File: src/logic/mcc_pkg.sv
// Package for the Manchester / three-of-six symbol codec.
// Assumes an APB master with 32-bit data and byte addresses on an 8-bit bus.
package mcc_pkg;

	localparam int ADDR_W = 8;
	localparam int DATA_W = 32;

	// Register byte offsets
	localparam logic [ADDR_W-1:0] OFF_CTRL = 8'h00;
	localparam logic [ADDR_W-1:0] OFF_DATA_LOW = 8'h04;
	localparam logic [ADDR_W-1:0] OFF_DATA_MID = 8'h08;
	localparam logic [ADDR_W-1:0] OFF_DATA_HIGH = 8'h0C;
	localparam logic [ADDR_W-1:0] OFF_IRQ_STATUS = 8'h10;
	localparam logic [ADDR_W-1:0] OFF_IRQ_MASK = 8'h14;

	// Control register bit positions
	localparam int CTRL_READY = 7;
	localparam int CTRL_ERROR = 6;
	localparam int CTRL_ENC = 5;
	localparam int CTRL_DEC = 4;
	localparam int CTRL_DMA = 2;
	localparam int CTRL_ENDIAN = 1;
	localparam int CTRL_MODE = 0;

	// Interrupt status / mask bit positions
	localparam int IRQ_DONE = 0;
	localparam int IRQ_DEC_ERR = 1;
	localparam int IRQ_W = 2;

	localparam logic MODE_MANCH = 1'b0;
	localparam logic MODE_TOS = 1'b1;
	localparam logic [1:0] MAN_ZERO = 2'h2;
	localparam logic [1:0] MAN_ONE = 2'h1;
	localparam logic [7:0] BYTE_ALL_ONES = 8'hFF;
	localparam logic [7:0] BYTE_ZERO = 8'h00;

	// Six-bit symbol for each nibble, index = nibble value
	localparam logic [15:0][5:0] TOS_SYM = {6'h29, 6'h32, 6'h31, 6'h34, 6'h23, 6'h26, 6'h25, 6'h2C,
		6'h13, 6'h1A, 6'h19, 6'h1C, 6'h0B, 6'h0E, 6'h0D, 6'h16};

	typedef enum logic [0:0] {
		ST_IDLE = 1'b0,
		ST_CALC = 1'b1
	} mcc_phase_t;

	typedef struct packed {
		logic [ADDR_W-1:0] paddr;
		logic psel;
		logic penable;
		logic pwrite;
		logic [DATA_W-1:0] pwdata;
	} mcc_apb_req_t;

	typedef struct packed {
		mcc_phase_t phase;
		logic ready;
		logic error;
		logic encode_start_bit;
		logic dec;
		logic dma;
		logic endian;
		logic mode;
		logic [23:0] data;
		logic [IRQ_W-1:0] irq_status;
		logic [IRQ_W-1:0] irq_mask;
		logic [DATA_W-1:0] prdata;
		logic pready;
		logic pslverr;
		logic irq;
	} mcc_state_t;

	localparam mcc_state_t STATE_RESET = '0;

endpackage : mcc_pkg

File: src/logic/mcc_encoder.sv
// Combinational encoder: Manchester (low byte) or three-of-six (mid and low bytes).
// Assumes the caller samples the result in the same cycle.
`timescale 1ns/1ps
`default_nettype none
module mcc_encoder (
	input wire logic mode_in,
	input wire logic [23:0] data_in,
	output logic [23:0] result_out
);
	logic [15:0] man;
	logic [23:0] tos;

	genvar i;
	generate
		for (i = 0; i < 8; i++) begin : g_man
			// Msb of the byte lands in the top pair
			assign man[2*i+1 -: 2] = data_in[i] ? mcc_pkg::MAN_ONE : mcc_pkg::MAN_ZERO;
		end
		for (i = 0; i < 4; i++) begin : g_tos
			assign tos[6*i+5 -: 6] = mcc_pkg::TOS_SYM[data_in[4*i+3 -: 4]];
		end
	endgenerate

	// High byte untouched in Manchester mode
	assign result_out = (mode_in == mcc_pkg::MODE_TOS) ? tos : {data_in[23:16], man};

endmodule : mcc_encoder
`default_nettype wire

File: src/logic/mcc_decoder.sv
// Combinational decoder with validity check for both codes.
// Assumes the caller samples the result in the same cycle.
`timescale 1ns/1ps
`default_nettype none
module mcc_decoder (
	input wire logic mode_in,
	input wire logic [23:0] data_in,
	output logic [23:0] result_out,
	output logic error_out
);
	logic [7:0] man_byte;
	logic [7:0] man_bad;
	logic [3:0] nib [4];
	logic [3:0] tos_bad;

	genvar i;
	generate
		for (i = 0; i < 8; i++) begin : g_man
			assign man_byte[i] = (data_in[2*i+1 -: 2] == mcc_pkg::MAN_ONE);
			assign man_bad[i] = (data_in[2*i+1 -: 2] != mcc_pkg::MAN_ONE) &&
				(data_in[2*i+1 -: 2] != mcc_pkg::MAN_ZERO);
		end
		for (i = 0; i < 4; i++) begin : g_tos
			always_comb begin
				nib[i] = 4'h0;
				tos_bad[i] = 1'b1;
				for (int k = 0; k < 16; k++) begin
					if (data_in[6*i+5 -: 6] == mcc_pkg::TOS_SYM[k]) begin
						nib[i] = 4'(k);
						tos_bad[i] = 1'b0;
					end
				end
			end
		end
	endgenerate

	always_comb begin
		if (mode_in == mcc_pkg::MODE_TOS) begin
			error_out = |tos_bad;
			result_out = {mcc_pkg::BYTE_ZERO, nib[3], nib[2], nib[1], nib[0]};
			if (error_out) begin
				result_out = {mcc_pkg::BYTE_ZERO, mcc_pkg::BYTE_ALL_ONES, mcc_pkg::BYTE_ALL_ONES};
			end
		end else begin
			error_out = |man_bad;
			// Low byte forced to ones on any bad pair
			result_out = {data_in[23:16], mcc_pkg::BYTE_ZERO,
				error_out ? mcc_pkg::BYTE_ALL_ONES : man_byte};
		end
	end

endmodule : mcc_decoder
`default_nettype wire

File: src/logic/mcc_codec.sv
// Top of the symbol codec: APB register slave, operation sequencer, interrupt.
// Assumes one 40 MHz clock, async active-high reset, an APB master on the same clock.
`timescale 1ns/1ps
`default_nettype none

module mcc_codec (
	input wire logic clk_in,
	input wire logic rst_in,
	input wire mcc_pkg::mcc_apb_req_t apb_req_in,
	output logic [mcc_pkg::DATA_W-1:0] prdata_out,
	output logic pready_out,
	output logic pslverr_out,
	output logic irq_out
);
	mcc_pkg::mcc_state_t s;
	mcc_pkg::mcc_state_t next_s;

	logic setup;
	logic access;
	logic wr_ctrl;
	logic start_req;
	logic [23:0] enc_result;
	logic [23:0] dec_result;
	logic dec_err;
	logic [7:0] ctrl_view;

	mcc_encoder u_encoder (
		.mode_in(s.mode),
		.data_in(s.data),
		.result_out(enc_result)
	);

	mcc_decoder u_decoder (
		.mode_in(s.mode),
		.data_in(s.data),
		.result_out(dec_result),
		.error_out(dec_err)
	);

	assign setup = apb_req_in.psel && !apb_req_in.penable;
	// Access completes only on the cycle pready is shown
	assign access = apb_req_in.psel && apb_req_in.penable && s.pready;
	assign wr_ctrl = access && apb_req_in.pwrite && (apb_req_in.paddr == mcc_pkg::OFF_CTRL);
	assign start_req = wr_ctrl && (s.phase == mcc_pkg::ST_IDLE) &&
		(apb_req_in.pwdata[mcc_pkg::CTRL_ENC] || apb_req_in.pwdata[mcc_pkg::CTRL_DEC]);
	assign ctrl_view = {s.ready, s.error, s.encode_start_bit, s.dec, 1'b0, s.dma, s.endian, s.mode};

	always_comb begin
		next_s = s;
		next_s.pready = 1'b0;
		next_s.pslverr = 1'b0;

		// Answer is staged in setup so the access phase lasts one cycle
		if (setup) begin
			next_s.pready = 1'b1;
			next_s.prdata = '0;
			unique case (apb_req_in.paddr)
				mcc_pkg::OFF_CTRL: next_s.prdata[7:0] = ctrl_view;
				mcc_pkg::OFF_DATA_LOW: next_s.prdata[7:0] = s.data[7:0];
				mcc_pkg::OFF_DATA_MID: next_s.prdata[7:0] = s.data[15:8];
				mcc_pkg::OFF_DATA_HIGH: next_s.prdata[7:0] = s.data[23:16];
				mcc_pkg::OFF_IRQ_STATUS: next_s.prdata[mcc_pkg::IRQ_W-1:0] = s.irq_status;
				mcc_pkg::OFF_IRQ_MASK: next_s.prdata[mcc_pkg::IRQ_W-1:0] = s.irq_mask;
				default: next_s.pslverr = 1'b1;
			endcase
			if (apb_req_in.pwrite) begin
				next_s.prdata = '0;
			end
		end else if (access) begin
			next_s.pslverr = s.pslverr;
		end

		if (access && apb_req_in.pwrite) begin
			unique case (apb_req_in.paddr)
				mcc_pkg::OFF_CTRL: begin
					next_s.mode = apb_req_in.pwdata[mcc_pkg::CTRL_MODE];
					next_s.endian = apb_req_in.pwdata[mcc_pkg::CTRL_ENDIAN];
					next_s.dma = apb_req_in.pwdata[mcc_pkg::CTRL_DMA];
					// Flags can only be cleared by a write of zero
					if (!apb_req_in.pwdata[mcc_pkg::CTRL_READY]) begin
						next_s.ready = 1'b0;
					end
					if (!apb_req_in.pwdata[mcc_pkg::CTRL_ERROR]) begin
						next_s.error = 1'b0;
					end
					if (start_req) begin
						// Encode wins if both start bits are written
						next_s.encode_start_bit = apb_req_in.pwdata[mcc_pkg::CTRL_ENC];
						next_s.dec = !apb_req_in.pwdata[mcc_pkg::CTRL_ENC];
						next_s.phase = mcc_pkg::ST_CALC;
					end
				end
				mcc_pkg::OFF_DATA_LOW: next_s.data[7:0] = apb_req_in.pwdata[7:0];
				mcc_pkg::OFF_DATA_MID: next_s.data[15:8] = apb_req_in.pwdata[7:0];
				mcc_pkg::OFF_DATA_HIGH: next_s.data[23:16] = apb_req_in.pwdata[7:0];
				mcc_pkg::OFF_IRQ_STATUS: next_s.irq_status = s.irq_status & ~apb_req_in.pwdata[mcc_pkg::IRQ_W-1:0];
				mcc_pkg::OFF_IRQ_MASK: next_s.irq_mask = apb_req_in.pwdata[mcc_pkg::IRQ_W-1:0];
				default: ;
			endcase
		end

		// Completion comes last so its sets win over a clear in the same cycle
		if (s.phase == mcc_pkg::ST_CALC) begin
			next_s.data = s.encode_start_bit ? enc_result : dec_result;
			next_s.ready = 1'b1;
			next_s.irq_status[mcc_pkg::IRQ_DONE] = 1'b1;
			if (s.dec && dec_err) begin
				next_s.error = 1'b1;
				next_s.irq_status[mcc_pkg::IRQ_DEC_ERR] = 1'b1;
			end
			next_s.encode_start_bit = 1'b0;
			next_s.dec = 1'b0;
			next_s.phase = mcc_pkg::ST_IDLE;
		end

		next_s.irq = |(next_s.irq_status & next_s.irq_mask);
	end

	always_ff @(posedge clk_in or posedge rst_in) begin
		if (rst_in) begin
			s <= mcc_pkg::STATE_RESET;
		end else begin
			s <= next_s;
		end
	end

	assign prdata_out = s.prdata;
	assign pready_out = s.pready;
	assign pslverr_out = s.pslverr;
	assign irq_out = s.irq;

	// Checks on the sequencer and the code tables
	logic calc_enc;
	logic calc_dec;
	assign calc_enc = (s.phase == mcc_pkg::ST_CALC) && s.encode_start_bit;
	assign calc_dec = (s.phase == mcc_pkg::ST_CALC) && s.dec;

	logic addr_mapped;
	assign addr_mapped = apb_req_in.paddr inside {mcc_pkg::OFF_CTRL, mcc_pkg::OFF_DATA_LOW, mcc_pkg::OFF_DATA_MID,
		mcc_pkg::OFF_DATA_HIGH, mcc_pkg::OFF_IRQ_STATUS, mcc_pkg::OFF_IRQ_MASK};
endmodule : mcc_codec
`default_nettype wire

File: config.mk
export PLATFORM = sky130hd
export DESIGN_NAME = mcc_codec
export DESIGN_NICKNAME = d
export VERILOG_FILES = /design/src/logic/mcc_pkg.sv /design/src/logic/mcc_encoder.sv /design/src/logic/mcc_decoder.sv /design/src/logic/mcc_codec.sv
export SDC_FILE = /design/constraint.sdc
export NUM_CORES = 1
export LEC_CHECK = 0
export ABC_CLOCK_PERIOD_IN_PS = 5200
export BUFFER_PORTS_ARGS = -buffer_cell sky130_fd_sc_hd__buf_2
export CORE_ASPECT_RATIO = 0.75
export CORE_MARGIN = 3
export CORE_UTILIZATION = 42
export DETAILED_ROUTE_END_ITERATION = 8
export GPL_TIMING_DRIVEN = 0
export PLACE_DENSITY = 0.7
export SYNTH_ARGS = -nofsm -noshare
export SYNTH_HDL_FRONTEND = slang
export SYNTH_SLANG_ARGS = --single-unit
export TNS_END_PERCENT = 30
File: constraint.sdc
create_clock -name clk_in -period 5.2 [get_ports clk_in]
set_input_delay 0.26 -clock clk_in [delete_from_list [all_inputs] [get_ports clk_in]]
set_output_delay 0.26 -clock clk_in [all_outputs]
set_load 0.005 [all_outputs]
==> out/qor.csv, run 1 <==
metric,value,unit
status,completed,
irDropWorstVdd,0.124,mV
cts_buffer_depth,2,
initialDrtViolationCount,961,
synth_xor_area_frac,0.0155,
antenna_cells,0,
row_count,34,
fin_setup_tns,0,ns
grtUsageTotal,0.237,
crit_path_end_kind,flop,
ctsHtreeMaxLevel,2,
portBuffers,29,
wire_per_inst,18.9,um
grt_max_degree,40,
final_net_count,787,
post_cts_buffers,0,
antenna_found_initial,0,
area_growth,12.5,%
n_fill_cell,1166,
fin_crit_sh,0.712,
clkTransAtPathRegs,0.07,ns
fin_skew,0.00555,ns
synth_compound_gate_area_share,0.264,
dieWidth,133,um
vias,5266,
syn_area_per_cell,7.93,um^2
drv_cap,0,
power.leakage,2.59,nW
clkSinkCount,47,
synth_cells,642,
cts_tree,done,
crit_chain,"buf_6, inv_1, ha_1, clkbuf_1, a22oi_1, o211ai_1, a2111oi_0, nor4_1, clkbuf_1, o211ai_1, a31o_2",
crit_type,flop to flop,
place.gp.congestion,0.997,
synthFlopType,dfrtp_1,
synth_top_family_by_area,compound AO/OA/AOI/OAI gates,
yosysWarnings,0,
stdcell_count,866,
drive_gt1_frac,0.162,
async_reset_ff_frac,1.00,
synthSimpleGateAreaFrac,0.176,
wl,16400,um
place_inst,857,
worstMarginPinSlew,0.820,ns
synth_seq_area_share,0.231,
rsz0062_at_grt,no,
seqCellArea,1180,um^2
coreArea,11700,um^2
grt_pass1_vias,4808,
placed_area,5550,um^2
grt_pass1_wl,25700,um
start_util,0.435,
power_density,151,nW/um^2
multi_input_area,3350,um^2
synthAdderAreaFrac,0.0958,
start_kind,flop,
hpwl,12400,um
die_y,101,um
viasPerCell,6.08,
cp.arrival,3.89,ns
period_needed,3.70,ns
gr-total-overflow,0,
ant_nets,0,
worstSkewPairLatency,0.30,ns
finalInstanceArea,5730,um^2
cts_inserted_buffers,5,
die_area,13500,um^2
cts_hold_buf,1,
synth_cell_type_count,70,
fmax,270,MHz
relSlewSlack,0.453,
required,5.39,ns
synth_edf_count,0,
muxShareOfSynthArea,0.0895,
drcViolationCount,0,
hp-class,input pin to flop,
path_max_fanout,10,
critPathMaxStageDelay,0.54,ns
syn_area,5090,um^2
total_power,865,uW
cp_slowest_cell,clkbuf_1,
root_buffer,clkbuf_16,
slew_viol_final,0,
hold_violations,0,
crit_buf_inv,4,
cts.repair.resized,0,
synth_seq_cells,47,
pin_count,80,
cp_top_family,buffers and inverters,
setup_viol,0,
first_pass_iters,5,
==> kinds of logic after synthesis <==
kind of cell	after synthesis
compound gates	209
simple gates	180
buf+inv	124
flops	47
fa+ha+maj	39
mux	33
xor+xnor	9
other cells	1
==> cells in the mapped netlist, types with 4 or more instances <==
cell type	number	share of area
nor2b_1	4	0.0049
or2_2	6	0.0074
mux2_2	6	0.013
a22oi_1	17	0.025
buf_6	5	0.011
a221oi_1	6	0.010
mux4_2	9	0.040
o22ai_1	14	0.017
and2_1	5	0.0061
o211ai_1	4	0.0059
dfrtp_1	47	0.23
nor4_1	4	0.0049
nor2_1	27	0.020
clkbuf_1	36	0.027
xor2_1	7	0.012
a211oi_1	13	0.019
a31o_2	4	0.0069
a31oi_1	11	0.014
and3_1	5	0.0061
inv_1	41	0.030
a21oi_1	43	0.042
buf_4	33	0.049
a22o_1	4	0.0069
nand2b_1	8	0.0098
nor3_1	6	0.0059
ha_1	39	0.096
mux2i_1	17	0.033
nand3_1	18	0.018
o21ai_0	59	0.058
nand2_1	75	0.055
==> worst paths after layout <==
kind | slack [ns] | to | cells past startpoint | from
worst max-delay path | 1.50 | s[47] | 11 | s[46]
min in group asynchronous | 0.43 | s[58] | 3 | rst_in
worst max register to register | 1.50 | s[47] | 11 | s[46]
worst min-delay path | 0.19 | ctrl_view[4] | 2 | apb_req_in[5]
max in group asynchronous | 4.27 | s[50] | 4 | rst_in
worst min register to register | 0.48 | prdata_out[1] | 2 | prdata_out[1]
==> registers in the layout, summed over array words and instances, names as in the netlist <==
register / flops
irq_out: 1
prdata_out: 8
pready_out: 1
s: 29
ctrl_view: 7
pslverr_out: 1
==> metal layers <==
metal  vias up  wire length [um]  global-route usage
li1       2398                 -                   -
met1      2519              7190               0.355
met2       313              7060               0.350
met3        36              1890              0.0561
met4         0               244              0.0443
met5         -                 0                   0
==> where the power goes <==
group          internal [mW]  total, mW  switching, mW
Sequential             0.368      0.372        0.00398
Clock                  0.229      0.390          0.160
Combinational         0.0436      0.103         0.0596
==> layout make-up <==
cell class | count | share of cell area
multi-input combinational | 494 | 0.585
buffer | 83 | 0.0870
timing repair buffer | 31 | 0.0306
clock buffer | 5 | 0.0218
clock inverter | 3 | 0.00808
inverter | 41 | 0.0269
tap | 162 | 0.0354
sequential | 47 | 0.205
==> cell usage in the layout (no fill, tap or decap), drive strengths merged, types with 18 or more instances in the layout <==
cell and count:
buf 74, o21ai 59, a21oi 43, conb 24, ha 39, clkbuf 44, nor2 27, nand2 75
nand3 18, inv 42, dfrtp 47
==> per-stage QoR <==
| step | setup slack, ns | util | hold slack [ns] |
|---|---|---|---|
| 5_1_grt | 1.29 | 0.490 | 0.188 |
| 4_1_cts | 1.62 | 0.490 | 0.182 |
| 6_report | 1.50 | 0.490 | 0.191 |
| 2_1_floorplan | 2.51 | - | 0.351 |
| 3_3_place_gp | 1.67 | 0.472 | 0.452 |
| 3_5_place_dp | 1.64 | 0.474 | 0.189 |
(Power assumes the default switching activity.)
==> run 2: changes to the inputs <==
Settings changed: ABC_CLOCK_PERIOD_IN_PS 5200 to 3050, PLACE_DENSITY 0.7 to 0.72.
Clock period 5.2 ns to 3.05 ns, I/O delays scaled along.
==> run 2 against run 1 <==
Net effect:
- power is 74% higher
- global-route usage is 0.39 points lower
- flip-flop and latch count unchanged
- largest cell class unchanged
- clock power rose by 78%
- non-clock buffer count down 4
- via count fell by 0.70%
- die area is the same
- worst setup slack lost 1.5 ns
- highest routed layer unchanged
- first-iteration DRC count down 24%
- sequential share of layout area decreased by 0.26 points
==> out/qor.csv, run 2 (same netlist as run 1, synthesis figures left out) <==
metric,value,unit,change
rrSetupSlack,0.02,ns,-1.48 ns
relSlewSlack,0.433,,-0.0198
antenna_found_initial,0,,unchanged
cts_buffer_depth,2,,unchanged
largest_register_ffs,29,,unchanged
path_max_fanout,10,,unchanged
pin_count,80,,unchanged
worstSkewPairLatency,0.30,ns,about the same
cp_slowest_cell,or4_4,,
root_buffer,clkbuf_16,,
crit_chain,"buf_6, inv_1, ha_1, clkbuf_2, a22oi_1, o211ai_1, a2111oi_2, or4_4, o311a_1, or2_1",,
die_y,101,um,unchanged
fin_crit_sh,0.995,,+0.283
worstReg2RegStart,s[46],,
whs,0.0943,ns,-0.0970 ns
row_count,34,,unchanged
crit_buf_inv,3,,-1
cp.arrival,3.21,ns,-0.68 ns
vias,5229,,-0.70%
irDropWorstVdd,0.202,mV,+62%
fin_skew,0.00681,ns,+0.00126 ns
crit_path_end_kind,flop,,
gr-total-overflow,0,,unchanged
fin_util,0.496,,+0.00620
drv_cap,0,,unchanged
clkTransAtPathRegs,0.07,ns,about the same
pre_cts_ws,-0.536,ns,-2.18 ns
final_net_count,783,,-0.51%
grt_pass1_vias,4668,,-2.9%
required,3.23,ns,-2.16 ns
power.leakage,2.64,nW,+1.9%
setup_viol,0,,unchanged
power_density,259,nW/um^2,+72%
viasPerCell,6.07,,-0.24%
ctsHtreeMaxLevel,2,,unchanged
reg2regPathDepth,10,,-1
largest_register,s,,
start_kind,flop,,
clkSinkCount,47,,unchanged
drive_gt1_frac,0.193,,+0.0309
drcViolationCount,0,,unchanged
r2r_end,s[50],,
cp_top_family,compound AO/OA/AOI/OAI gates,,
fmax,330,MHz,+22%
final_cell_mix,"nand2_1 (75), o21ai_0 (59), dfrtp_1 (47), a21oi_1 (43), inv_1 (39)",,
rsz0062_at_grt,yes,,
hp-class,input pin to flop,,
hpwl,12200,um,-1.7%
hold_violations,0,,unchanged
critPathMaxStageDelay,0.58,ns,+0.04 ns
worst_slack,0.0153,ns,-1.48 ns
area_growth,13.9,%,
wire_per_inst,18.9,um,-0.33%
wl,16300,um,-0.79%
dieWidth,133,um,unchanged
portBuffers,29,,unchanged
hp-start,apb_req_in[5],,
period_needed,3.03,ns,-0.668 ns
start_util,0.435,,unchanged
coreArea,11700,um^2,unchanged
antenna_cells,0,,unchanged
grt_max_degree,40,,unchanged
die_area,13500,um^2,unchanged
place.gp.congestion,0.941,,-5.6%
slew_viol_final,0,,unchanged
crit_type,flop to flop,,
first_pass_iters,5,,unchanged
ant_nets,0,,unchanged
crit_cells,10,,-1
startpoint,s[46],,
grt_pass1_wl,25300,um,-1.6%
worstSetupEndpoint,s[50],,
worstMarginPinSlew,0.850,ns,+0.0297 ns
initialDrtViolationCount,730,,-24%
final_common_cell,nand2_1,,
grtUsageTotal,0.233,,-0.00391
cts_inserted_buffers,5,,unchanged
cts_tree,done,,
status,completed,,
fin_setup_tns,0,ns,unchanged
==> run 2: timing repair <==
item / in CTS / in global routing
setup endpoints to repair: 19 / 18
hold buffers: 1 / 0
pin swaps: 2 / 1
buffers inserted: 2 / 1
hold endpoints to repair: 8 / 0
gates resized for setup: 13 / 15
==> run 2: worst register-to-register path: cells and delay by family (launching register included) <==
kind / cells / cell delay [ns]
AND/OR/NAND/NOR: 2 / 0.84
AO/OA/AOI/OAI: 4 / 0.86
adder cells (fa/ha/maj): 1 / 0.20
buffers and inverters: 3 / 0.58
flip-flops: 1 / 0.42
==> run 2: how the worst min path moves through the flow <==
| stage | depth (start not counted) | end | slack, ns |
|---|---|---|---|
| finish | 2 | ctrl_view[4] | 0.09 |
| global route | 2 | ctrl_view[4] | 0.10 |
| detailed placement | 2 | s[58] | 0.09 |
| CTS | 2 | ctrl_view[4] | 0.09 |
| global placement | 2 | ctrl_view[4] | 0.39 |
| floorplan | 1 | ctrl_view[4] | 0.24 |
==> run 2: routing by layer <==
| metal | routed length (um) | part of all wire | track usage |
|---|---|---|---|
| met4 | 255 | 0.016 | 0.0498 |
| met3 | 1790 | 0.11 | 0.0576 |
| met2 | 7060 | 0.43 | 0.347 |
| met1 | 7150 | 0.44 | 0.344 |
| met5 | 0 | 0 | 0 |
==> run 2: cell type report <==
class / instances / area, um^2
Fill cell: 1138 / 5900
Multi-Input combinational cell: 494 / 3410
Sequential cell: 47 / 1180
Buffer: 76 / 484
Tap cell: 162 / 203
Timing Repair Buffer: 34 / 198
Inverter: 41 / 154
Clock buffer: 6 / 139
Clock inverter: 2 / 38.8
==> run 2: report_power, final <==
| part | total, mW | leakage [nW] | internal, mW | switching, mW |
|---|---|---|---|---|
| Combinational | 0.175 | 1.99 | 0.0752 | 0.0995 |
| Clock | 0.695 | 0.0875 | 0.414 | 0.281 |
| Sequential | 0.635 | 0.556 | 0.628 | 0.00688 |
| Total | 1.50 | 2.64 | 1.12 | 0.388 |
==> run 2: stage by stage <==
step                power (mW)  cell area [um^2]  instances
finish                    1.50              5800        862
global route              1.55              5800        862
CTS                       1.50              5760        861
detailed placement       0.815              5550        857
global placement         0.808              5530        856
floorplan                0.759              5180        665
